<file path="config.mk">
export PLATFORM = sky130hd
export DESIGN_NAME = sfd_core
export DESIGN_NICKNAME = d
export VERILOG_FILES = /design/src/verilog/sfd_pkg.sv /design/src/verilog/sfd_core.sv /design/src/verilog/sfd_decode.sv
export SDC_FILE = /design/constraint.sdc
export NUM_CORES = 1
export LEC_CHECK = 0
export ABC_AREA = 1
export BUFFER_PORTS_ARGS = -buffer_cell sky130_fd_sc_hd__buf_2
export CAP_MARGIN = 20
export CORE_MARGIN = 2
export CORE_UTILIZATION = 35
export CTS_CLUSTER_DIAMETER = 100
export CTS_CLUSTER_SIZE = 16
export DETAILED_ROUTE_END_ITERATION = 6
export HOLD_SLACK_MARGIN = 0.1
export PLACE_DENSITY = 0.6
export SLEW_MARGIN = 20
export SYNTH_ARGS = -nofsm -noshare
export SYNTH_HDL_FRONTEND = slang
export SYNTH_HIERARCHICAL = 1
export SYNTH_SLANG_ARGS = --single-unit
</file>
<file path="constraint.sdc">
create_clock -name sys_clk_in -period 3.9 [get_ports sys_clk_in]
set_clock_uncertainty 0.1 [all_clocks]
set_input_delay 0.78 -clock sys_clk_in [delete_from_list [all_inputs] [get_ports sys_clk_in]]
set_output_delay 0.78 -clock sys_clk_in [all_outputs]
set_load 0.01 [all_outputs]
</file>
<file path="src/verilog/sfd_pkg.sv">
// Shared types and constants for the system-store and floating-point decoder
package sfd_pkg;

  // ==========================================================
  // Operation classes handed to the execution pipeline
  typedef enum logic [4:0] {
    OP_NONE       = 5'h00,
    OP_CR_STORE   = 5'h01,
    OP_CR_PUSH    = 5'h02,
    OP_SYS_STORE  = 5'h03,
    OP_SYS_PUSH   = 5'h04,
    OP_TRAP       = 5'h05,
    OP_FP_SUM     = 5'h06,
    OP_FP_DIFF    = 5'h07,
    OP_FP_MUL     = 5'h08,
    OP_FP_QUOT    = 5'h09,
    OP_FP_SQRT    = 5'h0A,
    OP_FP_EQ      = 5'h0B,
    OP_FP_GT      = 5'h0C,
    OP_FP_MAG     = 5'h0D,
    OP_FP_NEG     = 5'h0E,
    OP_FP_ZERO    = 5'h0F,
    OP_FP_ONE     = 5'h10,
    OP_FP_MAC     = 5'h11,
    OP_FP_TO_XFER = 5'h12,
    OP_XFER_TO_FP = 5'h13,
    OP_INT_TO_FP  = 5'h14,
    OP_FP_TRUNC   = 5'h15,
    OP_FP_COPY    = 5'h16,
    OP_FP_LOAD    = 5'h17,
    OP_FP_STORE   = 5'h18
  } sfd_op_type;

  // ==========================================================
  // Source register selection for stores and pushes
  typedef enum logic [3:0] {
    SRC_STATUS   = 4'h0,
    SRC_GLOBAL   = 4'h1,
    SRC_VECTOR   = 4'h2,
    SRC_SAVED_SW = 4'h3,
    SRC_SAVED_PC = 4'h4,
    SRC_BANK     = 4'h5,
    SRC_ACC_HI   = 4'h6,
    SRC_ACC_LO   = 4'h7,
    SRC_LINK     = 4'h8
  } sfd_src_type;

  // ==========================================================
  // Addressing modes of memory accesses
  typedef enum logic [2:0] {
    AM_NONE    = 3'h0,
    AM_REG     = 3'h1,
    AM_R0_IDX  = 3'h2,
    AM_POSTINC = 3'h3,
    AM_PREDEC  = 3'h4
  } sfd_addr_type;

  // ==========================================================
  // Sequencer states, Gray along idle, stall, execute
  typedef enum logic [1:0] {
    ST_IDLE  = 2'h0,
    ST_STALL = 2'h1,
    ST_EXEC  = 2'h3
  } sfd_state_type;

  // ==========================================================
  // Opcode fields
  localparam logic [3:0] OPC_GRP_STORE = 4'h0;
  localparam logic [3:0] OPC_GRP_PUSH  = 4'h4;
  localparam logic [3:0] OPC_GRP_TRAP  = 4'hC;
  localparam logic [3:0] OPC_TRAP_SUB  = 4'h3;
  localparam logic [3:0] OPC_GRP_FP    = 4'hF;
  localparam logic [3:0] LOW_CR_STORE  = 4'h2;
  localparam logic [3:0] LOW_SYS_STORE = 4'hA;
  localparam logic [3:0] LOW_CR_PUSH   = 4'h3;
  localparam logic [3:0] LOW_SYS_PUSH  = 4'h2;
  localparam logic [2:0] CR_SEL_GLOBAL = 3'h1;
  localparam logic [2:0] CR_SEL_LAST   = 3'h4;
  localparam logic [1:0] SYS_SEL_BAD   = 2'h3;

  // ==========================================================
  // Minimum execution cycles
  localparam logic [3:0] CYC_ONE          = 4'h1;
  localparam logic [3:0] CYC_CR_PUSH_DSP  = 4'h2;
  localparam logic [3:0] CYC_BANK_PUSH    = 4'h2;
  localparam logic [3:0] CYC_TRAP         = 4'h6;
  localparam logic [3:0] CYC_TRAP_DSP     = 4'h8;
  localparam logic [3:0] CYC_FP_LONG      = 4'hD;

  // ==========================================================
  // Trap and floating-point constants
  localparam logic [11:0] TRAP_CAUSE   = 12'h160;
  localparam logic [11:0] TRAP_VEC_OFS = 12'h100;
  localparam logic [31:0] FP_ZERO      = 32'h0000_0000;
  localparam logic [31:0] FP_ONE       = 32'h3F80_0000;
  localparam logic [7:0]  FP_EXP_MAX   = 8'hFF;

endpackage
</file>
<file path="src/verilog/sfd_core.sv">
// Issue sequencer for system-control stores and single-precision instructions
`timescale 1ns/1ps

module sfd_core
  import sfd_pkg::*;
#(
  parameter bit DSP_VARIANT = 1'b0
)
(
  input  wire logic         sys_clk_in,
  input  wire logic         srst_in,
  input  wire logic         instr_valid_in,
  input  wire logic [15:0]  instr_in,
  input  wire logic         priv_mode_in,
  input  wire logic         fetch_contend_in,
  input  wire logic         load_dest_valid_in,
  input  wire logic [3:0]   load_dest_idx_in,
  input  wire logic [31:0]  fr_n_data_in,
  input  wire logic [31:0]  fr_m_data_in,
  input  wire logic [31:0]  xfer_data_in,
  output logic              instr_ready_out,
  output logic              busy_out,
  output logic              issue_out,
  output sfd_op_type        op_out,
  output sfd_src_type       src_sel_out,
  output logic [2:0]        bank_sel_out,
  output sfd_addr_type      addr_mode_out,
  output logic [3:0]        dst_idx_out,
  output logic [3:0]        src_idx_out,
  output logic              gpr_wr_out,
  output logic              addr_upd_out,
  output logic              mem_rd_out,
  output logic              mem_wr_out,
  output logic              fr_wr_out,
  output logic              xfer_wr_out,
  output logic              fpu_start_out,
  output logic              t_wr_out,
  output logic              t_val_out,
  output logic [31:0]       result_out,
  output logic              trap_out,
  output logic [9:0]        trap_code_out,
  output logic [11:0]       trap_cause_out,
  output logic [11:0]       trap_vec_ofs_out,
  output logic              exc_priv_out,
  output logic              exc_illegal_out
);

  // ==========================================================
  // State
  typedef struct packed {
    sfd_state_type st;
    logic [3:0]    cnt;
    sfd_op_type    op;
    sfd_src_type   src;
    logic [2:0]    bank;
    sfd_addr_type  am;
    logic [3:0]    rn;
    logic [3:0]    rm;
    logic [7:0]    imm;
    logic          ready;
    logic          busy;
    logic          issue;
    logic          gpr_wr;
    logic          addr_upd;
    logic          mem_rd;
    logic          mem_wr;
    logic          fr_wr;
    logic          xfer_wr;
    logic          fpu_start;
    logic          t_wr;
    logic          t_val;
    logic [31:0]   result;
    logic          trap;
    logic [9:0]    trap_code;
    logic [11:0]   cause;
    logic [11:0]   vec_ofs;
    logic          exc_priv;
    logic          exc_ill;
  } sfd_regs_type;

  sfd_regs_type s_r;
  sfd_regs_type s_nxt;

  // ==========================================================
  // Float helpers
  function automatic logic fp_nan(input logic [31:0] x);
    fp_nan = (x[30:23] == FP_EXP_MAX) && (x[22:0] != 23'h0);
  endfunction

  function automatic logic fp_eq(input logic [31:0] a, input logic [31:0] b);
    fp_eq = !fp_nan(a) && !fp_nan(b) &&
            ((a == b) || (a[30:0] == 31'h0 && b[30:0] == 31'h0));
  endfunction

  function automatic logic fp_gt(input logic [31:0] a, input logic [31:0] b);
    logic res;
    res = 1'b0;
    if (fp_nan(a) || fp_nan(b)) begin
      res = 1'b0;
    end else if (a[31] != b[31]) begin
      res = !a[31] && !(a[30:0] == 31'h0 && b[30:0] == 31'h0);
    end else if (!a[31]) begin
      res = a[30:0] > b[30:0];
    end else begin
      res = a[30:0] < b[30:0];
    end
    fp_gt = res;
  endfunction

  // ==========================================================
  // Decoder
  logic         dec_legal;
  logic         dec_priv;
  sfd_op_type   dec_op;
  sfd_src_type  dec_src;
  sfd_addr_type dec_am;
  logic [3:0]   dec_cycles;
  logic         dec_rd_n;
  logic         dec_rd_m;
  logic         dec_rd_r0;
  logic         hazard;
  logic         go;

  sfd_decode u_decode (
    .dsp_variant_in (DSP_VARIANT),
    .instr_in       (instr_in),
    .legal_out      (dec_legal),
    .priv_out       (dec_priv),
    .op_out         (dec_op),
    .src_out        (dec_src),
    .addr_out       (dec_am),
    .cycles_out     (dec_cycles),
    .rd_n_out       (dec_rd_n),
    .rd_m_out       (dec_rd_m),
    .rd_r0_out      (dec_rd_r0)
  );

  // Load-use match or fetch contention delays issue
  assign hazard = fetch_contend_in || (load_dest_valid_in &&
                  ((dec_rd_n && load_dest_idx_in == instr_in[11:8]) ||
                   (dec_rd_m && load_dest_idx_in == instr_in[7:4]) ||
                   (dec_rd_r0 && load_dest_idx_in == 4'h0)));

  // ==========================================================
  // Next state
  always_comb begin
    go              = 1'b0;
    s_nxt           = s_r;
    s_nxt.issue     = 1'b0;
    s_nxt.gpr_wr    = 1'b0;
    s_nxt.addr_upd  = 1'b0;
    s_nxt.mem_rd    = 1'b0;
    s_nxt.mem_wr    = 1'b0;
    s_nxt.fr_wr     = 1'b0;
    s_nxt.xfer_wr   = 1'b0;
    s_nxt.fpu_start = 1'b0;
    s_nxt.t_wr      = 1'b0;
    s_nxt.trap      = 1'b0;
    s_nxt.exc_priv  = 1'b0;
    s_nxt.exc_ill   = 1'b0;
    case (s_r.st)
      // Accept one instruction while ready
      ST_IDLE: begin
        if (instr_valid_in && s_r.ready) begin
          if (!dec_legal) begin
            s_nxt.exc_ill = 1'b1;
          end else if (dec_priv && !priv_mode_in) begin
            s_nxt.exc_priv = 1'b1;
          end else begin
            s_nxt.op   = dec_op;
            s_nxt.src  = dec_src;
            s_nxt.am   = dec_am;
            s_nxt.bank = instr_in[6:4];
            s_nxt.rn   = instr_in[11:8];
            s_nxt.rm   = instr_in[7:4];
            s_nxt.imm  = instr_in[7:0];
            s_nxt.cnt  = dec_cycles;
            if (hazard) begin
              s_nxt.st = ST_STALL;
            end else begin
              go = 1'b1;
            end
          end
        end
      end
      // Hold until data memory releases the fetch path
      ST_STALL: begin
        if (!fetch_contend_in) begin
          go = 1'b1;
        end
      end
      // Count minimum cycles, frozen under contention
      ST_EXEC: begin
        if (!fetch_contend_in) begin
          if (s_r.cnt <= CYC_ONE) begin
            s_nxt.st = ST_IDLE;
          end else begin
            s_nxt.cnt = s_r.cnt - CYC_ONE;
          end
        end
      end
      default: s_nxt.st = ST_IDLE;
    endcase

    // Issue actions of the latched instruction
    if (go) begin
      s_nxt.st    = ST_EXEC;
      s_nxt.issue = 1'b1;
      case (s_nxt.op)
        OP_CR_STORE, OP_SYS_STORE: s_nxt.gpr_wr = 1'b1;
        OP_CR_PUSH, OP_SYS_PUSH: begin
          s_nxt.mem_wr   = 1'b1;
          s_nxt.addr_upd = 1'b1;
        end
        OP_TRAP: begin
          s_nxt.trap      = 1'b1;
          s_nxt.trap_code = {s_nxt.imm, 2'b00};
          s_nxt.cause     = TRAP_CAUSE;
          s_nxt.vec_ofs   = TRAP_VEC_OFS;
        end
        OP_FP_SUM, OP_FP_DIFF, OP_FP_MUL, OP_FP_QUOT, OP_FP_SQRT,
        OP_FP_MAC, OP_INT_TO_FP, OP_FP_TRUNC: begin
          s_nxt.fpu_start = 1'b1;
        end
        OP_FP_EQ: begin
          s_nxt.t_wr  = 1'b1;
          s_nxt.t_val = fp_eq(fr_n_data_in, fr_m_data_in);
        end
        OP_FP_GT: begin
          s_nxt.t_wr  = 1'b1;
          s_nxt.t_val = fp_gt(fr_n_data_in, fr_m_data_in);
        end
        OP_FP_MAG: begin
          s_nxt.fr_wr  = 1'b1;
          s_nxt.result = {1'b0, fr_n_data_in[30:0]};
        end
        OP_FP_NEG: begin
          s_nxt.fr_wr  = 1'b1;
          s_nxt.result = {~fr_n_data_in[31], fr_n_data_in[30:0]};
        end
        OP_FP_ZERO: begin
          s_nxt.fr_wr  = 1'b1;
          s_nxt.result = FP_ZERO;
        end
        OP_FP_ONE: begin
          s_nxt.fr_wr  = 1'b1;
          s_nxt.result = FP_ONE;
        end
        OP_FP_COPY: begin
          s_nxt.fr_wr  = 1'b1;
          s_nxt.result = fr_m_data_in;
        end
        OP_XFER_TO_FP: begin
          s_nxt.fr_wr  = 1'b1;
          s_nxt.result = xfer_data_in;
        end
        OP_FP_TO_XFER: begin
          s_nxt.xfer_wr = 1'b1;
          s_nxt.result  = fr_n_data_in;
        end
        OP_FP_LOAD: begin
          s_nxt.mem_rd   = 1'b1;
          s_nxt.addr_upd = s_nxt.am == AM_POSTINC;
        end
        OP_FP_STORE: begin
          s_nxt.mem_wr   = 1'b1;
          s_nxt.addr_upd = s_nxt.am == AM_PREDEC;
          s_nxt.result   = fr_m_data_in;
        end
        default: s_nxt.issue = 1'b0;
      endcase
    end
    s_nxt.ready = s_nxt.st == ST_IDLE;
    s_nxt.busy  = s_nxt.st != ST_IDLE;
  end

  // ==========================================================
  // Register
  always_ff @(posedge sys_clk_in) begin
    if (srst_in) begin
      s_r <= '0;
    end else begin
      s_r <= s_nxt;
    end
  end

  // Outputs straight from state
  assign instr_ready_out  = s_r.ready;
  assign busy_out         = s_r.busy;
  assign issue_out        = s_r.issue;
  assign op_out           = s_r.op;
  assign src_sel_out      = s_r.src;
  assign bank_sel_out     = s_r.bank;
  assign addr_mode_out    = s_r.am;
  assign dst_idx_out      = s_r.rn;
  assign src_idx_out      = s_r.rm;
  assign gpr_wr_out       = s_r.gpr_wr;
  assign addr_upd_out     = s_r.addr_upd;
  assign mem_rd_out       = s_r.mem_rd;
  assign mem_wr_out       = s_r.mem_wr;
  assign fr_wr_out        = s_r.fr_wr;
  assign xfer_wr_out      = s_r.xfer_wr;
  assign fpu_start_out    = s_r.fpu_start;
  assign t_wr_out         = s_r.t_wr;
  assign t_val_out        = s_r.t_val;
  assign result_out       = s_r.result;
  assign trap_out         = s_r.trap;
  assign trap_code_out    = s_r.trap_code;
  assign trap_cause_out   = s_r.cause;
  assign trap_vec_ofs_out = s_r.vec_ofs;
  assign exc_priv_out     = s_r.exc_priv;
  assign exc_illegal_out  = s_r.exc_ill;

endmodule

</file>
<file path="src/verilog/sfd_decode.sv">
// Combinational opcode decoder for the system-store and floating-point group
`timescale 1ns/1ps

module sfd_decode
  import sfd_pkg::*;
(
  input  wire logic         dsp_variant_in,
  input  wire logic [15:0]  instr_in,
  output logic              legal_out,
  output logic              priv_out,
  output sfd_op_type        op_out,
  output sfd_src_type       src_out,
  output sfd_addr_type      addr_out,
  output logic [3:0]        cycles_out,
  output logic              rd_n_out,
  output logic              rd_m_out,
  output logic              rd_r0_out
);

  // Control register select to source
  function automatic sfd_src_type cr_src(input logic [2:0] sel);
    case (sel)
      3'h0:    cr_src = SRC_STATUS;
      3'h1:    cr_src = SRC_GLOBAL;
      3'h2:    cr_src = SRC_VECTOR;
      3'h3:    cr_src = SRC_SAVED_SW;
      default: cr_src = SRC_SAVED_PC;
    endcase
  endfunction

  // System register select to source
  function automatic sfd_src_type sys_src(input logic [1:0] sel);
    case (sel)
      2'h0:    sys_src = SRC_ACC_HI;
      2'h1:    sys_src = SRC_ACC_LO;
      default: sys_src = SRC_LINK;
    endcase
  endfunction

  logic [3:0] low;
  logic [3:0] mid;

  assign low = instr_in[3:0];
  assign mid = instr_in[7:4];

  // ==========================================================
  // Decode
  always_comb begin
    legal_out  = 1'b0;
    priv_out   = 1'b0;
    op_out     = OP_NONE;
    src_out    = SRC_STATUS;
    addr_out   = AM_NONE;
    cycles_out = CYC_ONE;
    rd_n_out   = 1'b0;
    rd_m_out   = 1'b0;
    rd_r0_out  = 1'b0;
    case (instr_in[15:12])
      OPC_GRP_STORE: begin
        if (low == LOW_CR_STORE && (mid[3] || mid[2:0] <= CR_SEL_LAST)) begin
          legal_out = 1'b1;
          op_out    = OP_CR_STORE;
          src_out   = mid[3] ? SRC_BANK : cr_src(mid[2:0]);
          priv_out  = mid[3] || mid[2:0] != CR_SEL_GLOBAL;
        end else if (low == LOW_SYS_STORE && mid[3:2] == 2'h0 && mid[1:0] != SYS_SEL_BAD) begin
          legal_out = 1'b1;
          op_out    = OP_SYS_STORE;
          src_out   = sys_src(mid[1:0]);
        end
      end
      OPC_GRP_PUSH: begin
        rd_n_out = 1'b1;
        addr_out = AM_PREDEC;
        if (low == LOW_CR_PUSH && mid[3]) begin
          legal_out  = 1'b1;
          priv_out   = 1'b1;
          op_out     = OP_CR_PUSH;
          src_out    = SRC_BANK;
          cycles_out = CYC_BANK_PUSH;
        end else if (low == LOW_CR_PUSH && mid[2:0] <= CR_SEL_LAST) begin
          legal_out  = 1'b1;
          op_out     = OP_CR_PUSH;
          src_out    = cr_src(mid[2:0]);
          priv_out   = mid[2:0] != CR_SEL_GLOBAL;
          cycles_out = dsp_variant_in ? CYC_CR_PUSH_DSP : CYC_ONE;
        end else if (low == LOW_SYS_PUSH && mid[3:2] == 2'h0 && mid[1:0] != SYS_SEL_BAD) begin
          legal_out = 1'b1;
          op_out    = OP_SYS_PUSH;
          src_out   = sys_src(mid[1:0]);
        end
      end
      OPC_GRP_TRAP: begin
        if (instr_in[11:8] == OPC_TRAP_SUB) begin
          legal_out  = 1'b1;
          op_out     = OP_TRAP;
          cycles_out = dsp_variant_in ? CYC_TRAP_DSP : CYC_TRAP;
        end
      end
      OPC_GRP_FP: begin
        legal_out = 1'b1;
        case (low)
          4'h0: op_out = OP_FP_SUM;
          4'h1: op_out = OP_FP_DIFF;
          4'h2: op_out = OP_FP_MUL;
          4'h3: begin
            op_out     = OP_FP_QUOT;
            cycles_out = CYC_FP_LONG;
          end
          4'h4: op_out = OP_FP_EQ;
          4'h5: op_out = OP_FP_GT;
          4'h6: begin
            op_out    = OP_FP_LOAD;
            addr_out  = AM_R0_IDX;
            rd_m_out  = 1'b1;
            rd_r0_out = 1'b1;
          end
          4'h7: begin
            op_out    = OP_FP_STORE;
            addr_out  = AM_R0_IDX;
            rd_n_out  = 1'b1;
            rd_r0_out = 1'b1;
          end
          4'h8, 4'h9: begin
            op_out   = OP_FP_LOAD;
            addr_out = low[0] ? AM_POSTINC : AM_REG;
            rd_m_out = 1'b1;
          end
          4'hA, 4'hB: begin
            op_out   = OP_FP_STORE;
            addr_out = low[0] ? AM_PREDEC : AM_REG;
            rd_n_out = 1'b1;
          end
          4'hC: op_out = OP_FP_COPY;
          4'hD: begin
            case (mid)
              4'h0: op_out = OP_XFER_TO_FP;
              4'h1: op_out = OP_FP_TO_XFER;
              4'h2: op_out = OP_INT_TO_FP;
              4'h3: op_out = OP_FP_TRUNC;
              4'h4: op_out = OP_FP_NEG;
              4'h5: op_out = OP_FP_MAG;
              4'h6: begin
                op_out     = OP_FP_SQRT;
                cycles_out = CYC_FP_LONG;
              end
              4'h8: op_out = OP_FP_ZERO;
              4'h9: op_out = OP_FP_ONE;
              default: legal_out = 1'b0;
            endcase
          end
          4'hE: op_out = OP_FP_MAC;
          default: legal_out = 1'b0;
        endcase
      end
      default: legal_out = 1'b0;
    endcase
  end

endmodule

</file>
Yosys cells after proc, flatten, opt, wreduce, memory -nomap -nowiden
Index checks and enable logic that the tools add are counted.
{ "classes": {"addsub": 1, "bitwise_logic": 6, "n_shift": 0, "mux": 79, "reduce_logical": 70, "n_lt_le_gt_ge": 4, "div": 0, "n_eq_ne": 71, "multipliers": 0} }
{ "ops": {"columns": ["cell", "count"], "rows": [
  ["one-hot mux 32 bit (7 select lines)", 1],
  ["2-to-1 mux 37 bit", 3],
  ["zero test 31 bit", 2],
  ["one-hot mux 5 bit (11 select lines)", 1],
  ["nonzero test 23 bit", 2],
  ["equality test 5 bit, second input constant", 9],
  ["one-hot mux 5 bit (9 select lines)", 1],
  ["equality test 4 bit, second input constant", 11],
  ["equality test 5 x 4 -> 1 bit, second input constant", 8],
  ["2-to-1 mux 35 bit", 1],
  ["equality test 32 bit", 1],
  ["equality test 4 x 3 -> 1 bit, second input constant", 8],
  ["2-to-1 mux 1 bit", 32],
  ["one-hot mux 4 bit (2 select lines)", 4],
  ["> comparator 31 bit", 1],
  ["< comparator 31 bit", 1],
  ["2-to-1 mux 31 bit", 1],
  ["2-to-1 mux 4 bit", 7],
  ["OR reduction 24 bit", 1],
  ["equality test 4 x 2 -> 1 bit, second input constant", 5],
  ["equality test 5 x 3 -> 1 bit, second input constant", 4],
  ["one-hot mux 5 bit (4 select lines)", 1],
  ["logical AND 1 bit", 19],
  ["equality test 8 bit, second input constant", 2],
  ["other kinds (46)", 105]
]} }
{ "word_totals": {"latch_bits": 0, "inputBits": 122, "reg_bits": 94, "mem_bits_rw": 0, "output_inout_bits": 104, "memories": 0, "romBits": 0, "wordCells": 259} }

Logic depth before layout (Yosys ltp)
{ "depth": {"depth_word": 18, "mapped_depth": 27} }

By module
Netlist, hierarchy kept.
{ "by_module_without_submodules": {"columns": ["module", "instances", "seq_area_each_um2", "area_each_um2", "cells_per_inst"], "rows": [
  ["sfd_core", 1, 1801.7, 7059.3, 1157],
  ["sfd_decode", 1, 0.0, 819.5, 176]
]} }

Least setup slack after synthesis
OpenSTA, ideal clock, no wires.
{ "synth_path": {"path_type": "input to register", "startpoint": "input port instr_in[1]", "endpoint": "register s_r (netlist bit result_out[19])", "cell_stages": 21, "setup_slack_ns": 0.470, "n_path_buf": 4, "arrival_ns": 3.217, "required_time_ns": 3.687, "path_cell_list": "buf_6 -> inv_2 -> nor2_2 -> nand2_2 -> nor2_4 -> nand2_2 -> o21ai_1 -> nand2_1 -> nand2_1 -> nor2_2 -> buf_2 -> o21ai_2 -> nand3_2 -> nand2_4 -> nor2_4 -> nand3_4 -> nand2_1 -> buf_6 -> buf_4 -> nor2_1 -> nor2_1"} }
{ "synth_via": {"elab_cells_between_ends": 79} }
{ "synth_lines": {"columns": ["item", "line_no", "text"], "rows": [
  ["from (decl)", "sfd_core.sv:13", "input wire logic [15:0] instr_in,"],
  ["equality test 4 x 2 -> 1 bit", "sfd_decode.sv:74, sfd_decode.sv:80", null],
  ["logical AND 1 bit", "sfd_decode.sv:80", "end else if (low == LOW_CR_PUSH && mid[2:0] <= CR_SEL_LAST) begin"],
  ["2-to-1 mux 1 bit", "sfd_decode.sv:80", null],
  ["2-to-1 mux 1 bit", "sfd_decode.sv:74", "if (low == LOW_CR_PUSH && mid[3]) begin"],
  ["one-hot mux 1 bit (2 select lines) *", "sfd_decode.sv:58", "case (instr_in[15:12])"],
  ["via dec_priv", "sfd_core.sv:113", "logic dec_priv;"],
  ["logical AND 1 bit *", "sfd_core.sv:167", "end else if (dec_priv && !priv_mode_in) begin"],
  ["2-to-1 mux 37 bit", "sfd_core.sv:167", null],
  ["2-to-1 mux 37 bit", "sfd_core.sv:165", "if (!dec_legal) begin"],
  ["2-to-1 mux 37 bit", "sfd_core.sv:164", "if (instr_valid_in && s_r.ready) begin"],
  ["2-to-1 mux 31 bit", "sfd_core.sv:161", "case (s_r.st)"],
  ["equality test 5 bit", "sfd_core.sv:209", "case (s_nxt.op)"],
  ["OR reduction 2 bit (no line)", null, null],
  ["nonzero test 7 bit (no line)", null, null],
  ["AND reduction 2 bit (no line)", null, null],
  ["to (signal assigned)", "sfd_core.sv:283", "s_r <= s_nxt;"],
  ["to (decl)", "sfd_core.sv:81", "sfd_regs_type s_r;"]
]} }
Mark *: on every way through the listed nets, which the timed path passes. The rest lies on a longest branch. The select of a mux whose other input is x is not followed.
A chain may end at the register's enable or synchronous reset.

Final worst setup path
{ "layout_path": {"startpoint": "input port instr_in[12]", "endpoint": "register s_r (netlist bit result_out[9])"} }
{ "layout_via": {"elab_cells_between_ends": 39} }
{ "layout_lines": {"columns": ["item", "line_no", "text"], "rows": [
  ["equality test 4 bit, or another cell as far along", "sfd_decode.sv:58", null],
  ["one-hot mux 1 bit (4 select lines) *", "sfd_decode.sv:58", null],
  ["via dec_legal", "sfd_core.sv:112", "logic dec_legal;"],
  ["2-to-1 mux 37 bit", "sfd_core.sv:165", null],
  ["2-to-1 mux 37 bit", "sfd_core.sv:164", null],
  ["2-to-1 mux 31 bit", "sfd_core.sv:161", null],
  ["equality test 5 bit", "sfd_core.sv:209", null],
  ["OR reduction 2 bit (no line)", null, null],
  ["nonzero test 7 bit (no line)", null, null],
  ["AND reduction 2 bit (no line)", null, null]
]} }
Marks and branches as above.

==> impl_metrics.toml <==
[status]
outcome = "completed"

[floorplanning]
boundaryPins = 226
start_util_pct = 35.88
die_h_um = 154.0
core.rowCount = 54
coreArea_sq_um = 21960
die_w_um = 154.0
dieArea_sq_um = 23730

[logic_synthesis]
synth_top_area_share_pct = 22.87
syn-instance-count = 1333
yosysWarnings = 6
syn_area_per_cell_sq_um = 5.911
seq_area_frac_synth_pct = 22.87
yosysTopAreaCell = "dfxtp_1"
async_reset_ff_share_pct = 0
ys_types = 45
netlist_area_sq_um = 7879
ys_ff_latch = 90
synth_edf_count = 0
yosys-top-cells-area = "dfxtp_1 (23%), nand2_1 (15%), nor2_1 (11%)"
synth_ff_type = "dfxtp_1"

[worst_setup_path]
crit_type = "input port to flop"
slowest_stage = "nor2_1"
worstPathArrival_ns = 3.74
critPathRequiredTime_ns = 4.09
critical_path.endpoint_type = "flop"
cpPeakStageDelay_ns = 0.28
cp_max_fo = 9
crit_path_start_kind = "input port"
crit_chain = "buf_2 > nor2_2 > nand2_1 > nor2_1 > nand3_2 > nand2_1 > nor2_1 > nand2_1 > inv_2 > a21oi_4 > nand2_2 > nand2_1 > nand2_2 > nand2_1 > nand2_1 > nand2_2 > nand2_1 > nor2_4 > buf_4 > nand2_1 > nand2_1 > nor2_1 > nor2_1"
cpMostUsedCell = "nand2_1"

[sta]
setup_tns_ns = 0
fmax_ghz = 0.2819
period_needed_ns = 3.548
worst_pin_slew_ns = 0.6788
worst_slack_ns = 0.3522
period_share_pct = 90.97
slew-limit-headroom_pct = 54.47
hold_viol_final = 0
rsz0062_at_grt = "no"
setup_viol = 0
slew_violations = 0

[placement]
hpwl_um = 20000
pre_cts_ws_ns = 0.001236
place_area_sq_um = 8786
gp_congestion = 0.9364
port_buffers = 203

[detailed_routing]
detail_route.wl_per_cell_um = 14.12
ant_nets = 0
avgViaCountPerCell = 4.641
wirelength_um = 25020
post-route-drc-count = 0
drtPass1Iterations = 5
drt_iter0_markers = 628
routed-via-count = 8224

[pwr]
switching_power_mw = 0.7024
peakVddDrop_mv = 0.2215
p_leak_nw = 5.106
swShare_pct = 30.74
power_frac_seq_pct = 40.7
combinationalPowerShare_pct = 17.5
powerDensity_nw_per_um2 = 250.4
clkPwrFrac_pct = 41.7
internal_power_mw = 1.583

[cells_and_area]
finalInstanceArea_sq_um = 9126
fillerInstances = 2424
area_growth_pct = 15.83
final_nets = 1638
final_core_util_pct = 41.56
drive_gt1_share_pct = 21.24

[cts]
clk_path_buf_depth = 2
cts.sinks = 90
clk_pin_slew_ns = 0.07
cts_root_buffer = "clkbuf_16"
clock_latency_ns = 0.36
ctsHtreeMaxLevel = 3
cts_tree = "yes"
numCtsBuffers = 9
cts_hold_buf = 0

[job]
maxCapViolCount = 0

[hold_path]
hold_class = "flop to flop"

[global_routing]
antenna_found_initial = 4
grt.overflow.total = 0
grt_pass1_vias = 7546
grt_pass1_wl_um = 39100
grt_usage_pct = 20.74
grt_max_degree = 39
-- worst max-delay path: cells and delay by family --
family	cells	cell delay, ns
simple gates	19	2.38
buf+inv	3	0.41
compound gates	1	0.16
-- cell usage in the layout, fill, tap and decap left out, types with 4 or more instances in the layout --
| cell type | Yosys | layout |
|---|---|---|
| nor3_1 | 10 | 10 |
| or2_2 | 4 | 4 |
| nand3b_1 | 4 | 4 |
| nand2_1 | 317 | 316 |
| inv_1 | 204 | 204 |
| inv_2 | 10 | 10 |
| ha_1 | 33 | 33 |
| diode_2 | 0 | 4 |
| o22ai_1 | 5 | 5 |
| buf_2 | 11 | 203 |
| o211ai_1 | 6 | 6 |
| nand4_1 | 20 | 20 |
| nor2_2 | 7 | 7 |
| nand3_1 | 94 | 94 |
| nor4_1 | 4 | 4 |
| clkbuf_16 | 0 | 9 |
| a21oi_1 | 59 | 59 |
| buf_4 | 91 | 34 |
| nand2_2 | 12 | 13 |
| o21ai_1 | 4 | 4 |
| dfxtp_1 | 90 | 90 |
| nor2_4 | 11 | 11 |
| nor2_1 | 227 | 227 |
| buf_12 | 0 | 4 |
| a31oi_1 | 5 | 5 |
| conb_1 | 1 | 24 |
| o21ai_0 | 53 | 53 |
-- worst paths after layout --
check,startpoint,slack (ns),end,cells past startpoint
max,instr_in[12],0.35,result_out[9],23
min,result_out[31],0.37,result_out[31],2
max reg2reg,instr_ready_out,1.30,trap_code_out[4],14
min reg2reg,result_out[31],0.37,result_out[31],2
-- synth_stat cells (4+ instances only) --
| master | n |
|---|---|
| nand2_1 | 317 |
| nor2_1 | 227 |
| inv_1 | 204 |
| nand3_1 | 94 |
| buf_4 | 91 |
| dfxtp_1 | 90 |
| a21oi_1 | 59 |
| o21ai_0 | 53 |
| ha_1 | 33 |
| nand4_1 | 20 |
| clkbuf_1 | 16 |
| nand2_2 | 12 |
| buf_2 | 11 |
| nor2_4 | 11 |
| inv_2 | 10 |
| nor3_1 | 10 |
| nor2_2 | 7 |
| buf_6 | 6 |
| o211ai_1 | 6 |
| a31oi_1 | 5 |
| o22ai_1 | 5 |
| nand3b_1 | 4 |
| nor4_1 | 4 |
| o21ai_1 | 4 |
| or2_2 | 4 |
-- flip-flops by register name, indices dropped and copies added (netlist names), 2 cells and up --
name and cells:
addr_mode_out 3, s_r 14, result_out 32, trap_code_out 8, dst_idx_out 4, op_out 5
bank_sel_out 2, src_idx_out 2, src_sel_out 4
-- layout make-up --
type	count	area [sq um]	area share (%)
Antenna cell	4	10.01	0.1097
Clock buffer	9	225.2	2.468
Clock inverter	7	83.83	0.9186
Inverter	216	814.5	8.925
Multi-Input combinational cell	925	4489	49.19
Sequential cell	90	1802	19.74
Tap cell	280	350.3	3.839
Timing Repair Buffer	241	1351	14.81
-- per-layer routing --
metal  vias up  GRT usage, %  share of wire, %
met1      3593         29.19                49
met4         0         6.587               1.9
met2       270         33.12                44
li1       4333             -                 -
met3        28         2.368               4.6
met5         -             0                 0
-- cell families after synthesis --
logic type	count (synthesis)	synth area share, %
buf+inv	341	21.33
xor+xnor	3	0.3336
other cells	1	0.04760
mux	3	0.3811
simple gates	721	39.96
fa+ha+maj	33	5.241
compound gates	141	9.846
flops	90	22.87
-- timing repair --
action	4_1_cts	5_1_grt
setup endpoints to repair	0	6
hold endpoints to repair	0	0
buffers inserted	0	2
gates resized for setup	0	2
-- through the flow --
stage	power (mW)	hold WS (ns)	instances
after floorplan	1.196	0.3393	1356
after global placement	1.349	0.3524	1750
after detailed placement	1.349	0.3595	1750
after CTS	2.308	0.3711	1766
after global routing	2.392	0.3855	1772
final	2.285	0.3689	1772
-- power by group through the flow --
stage | Combinational, mW | Clock [mW] | Sequential (mW)
6_report | 0.401 | 0.954 | 0.931
5_1_grt | 0.451 | 1.01 | 0.931
3_3_place_gp | 0.397 | 0 | 0.952
2_1_floorplan | 0.244 | 0 | 0.952
3_5_place_dp | 0.396 | 0 | 0.952
4_1_cts | 0.398 | 0.980 | 0.931
(Power assumes the default switching activity.)
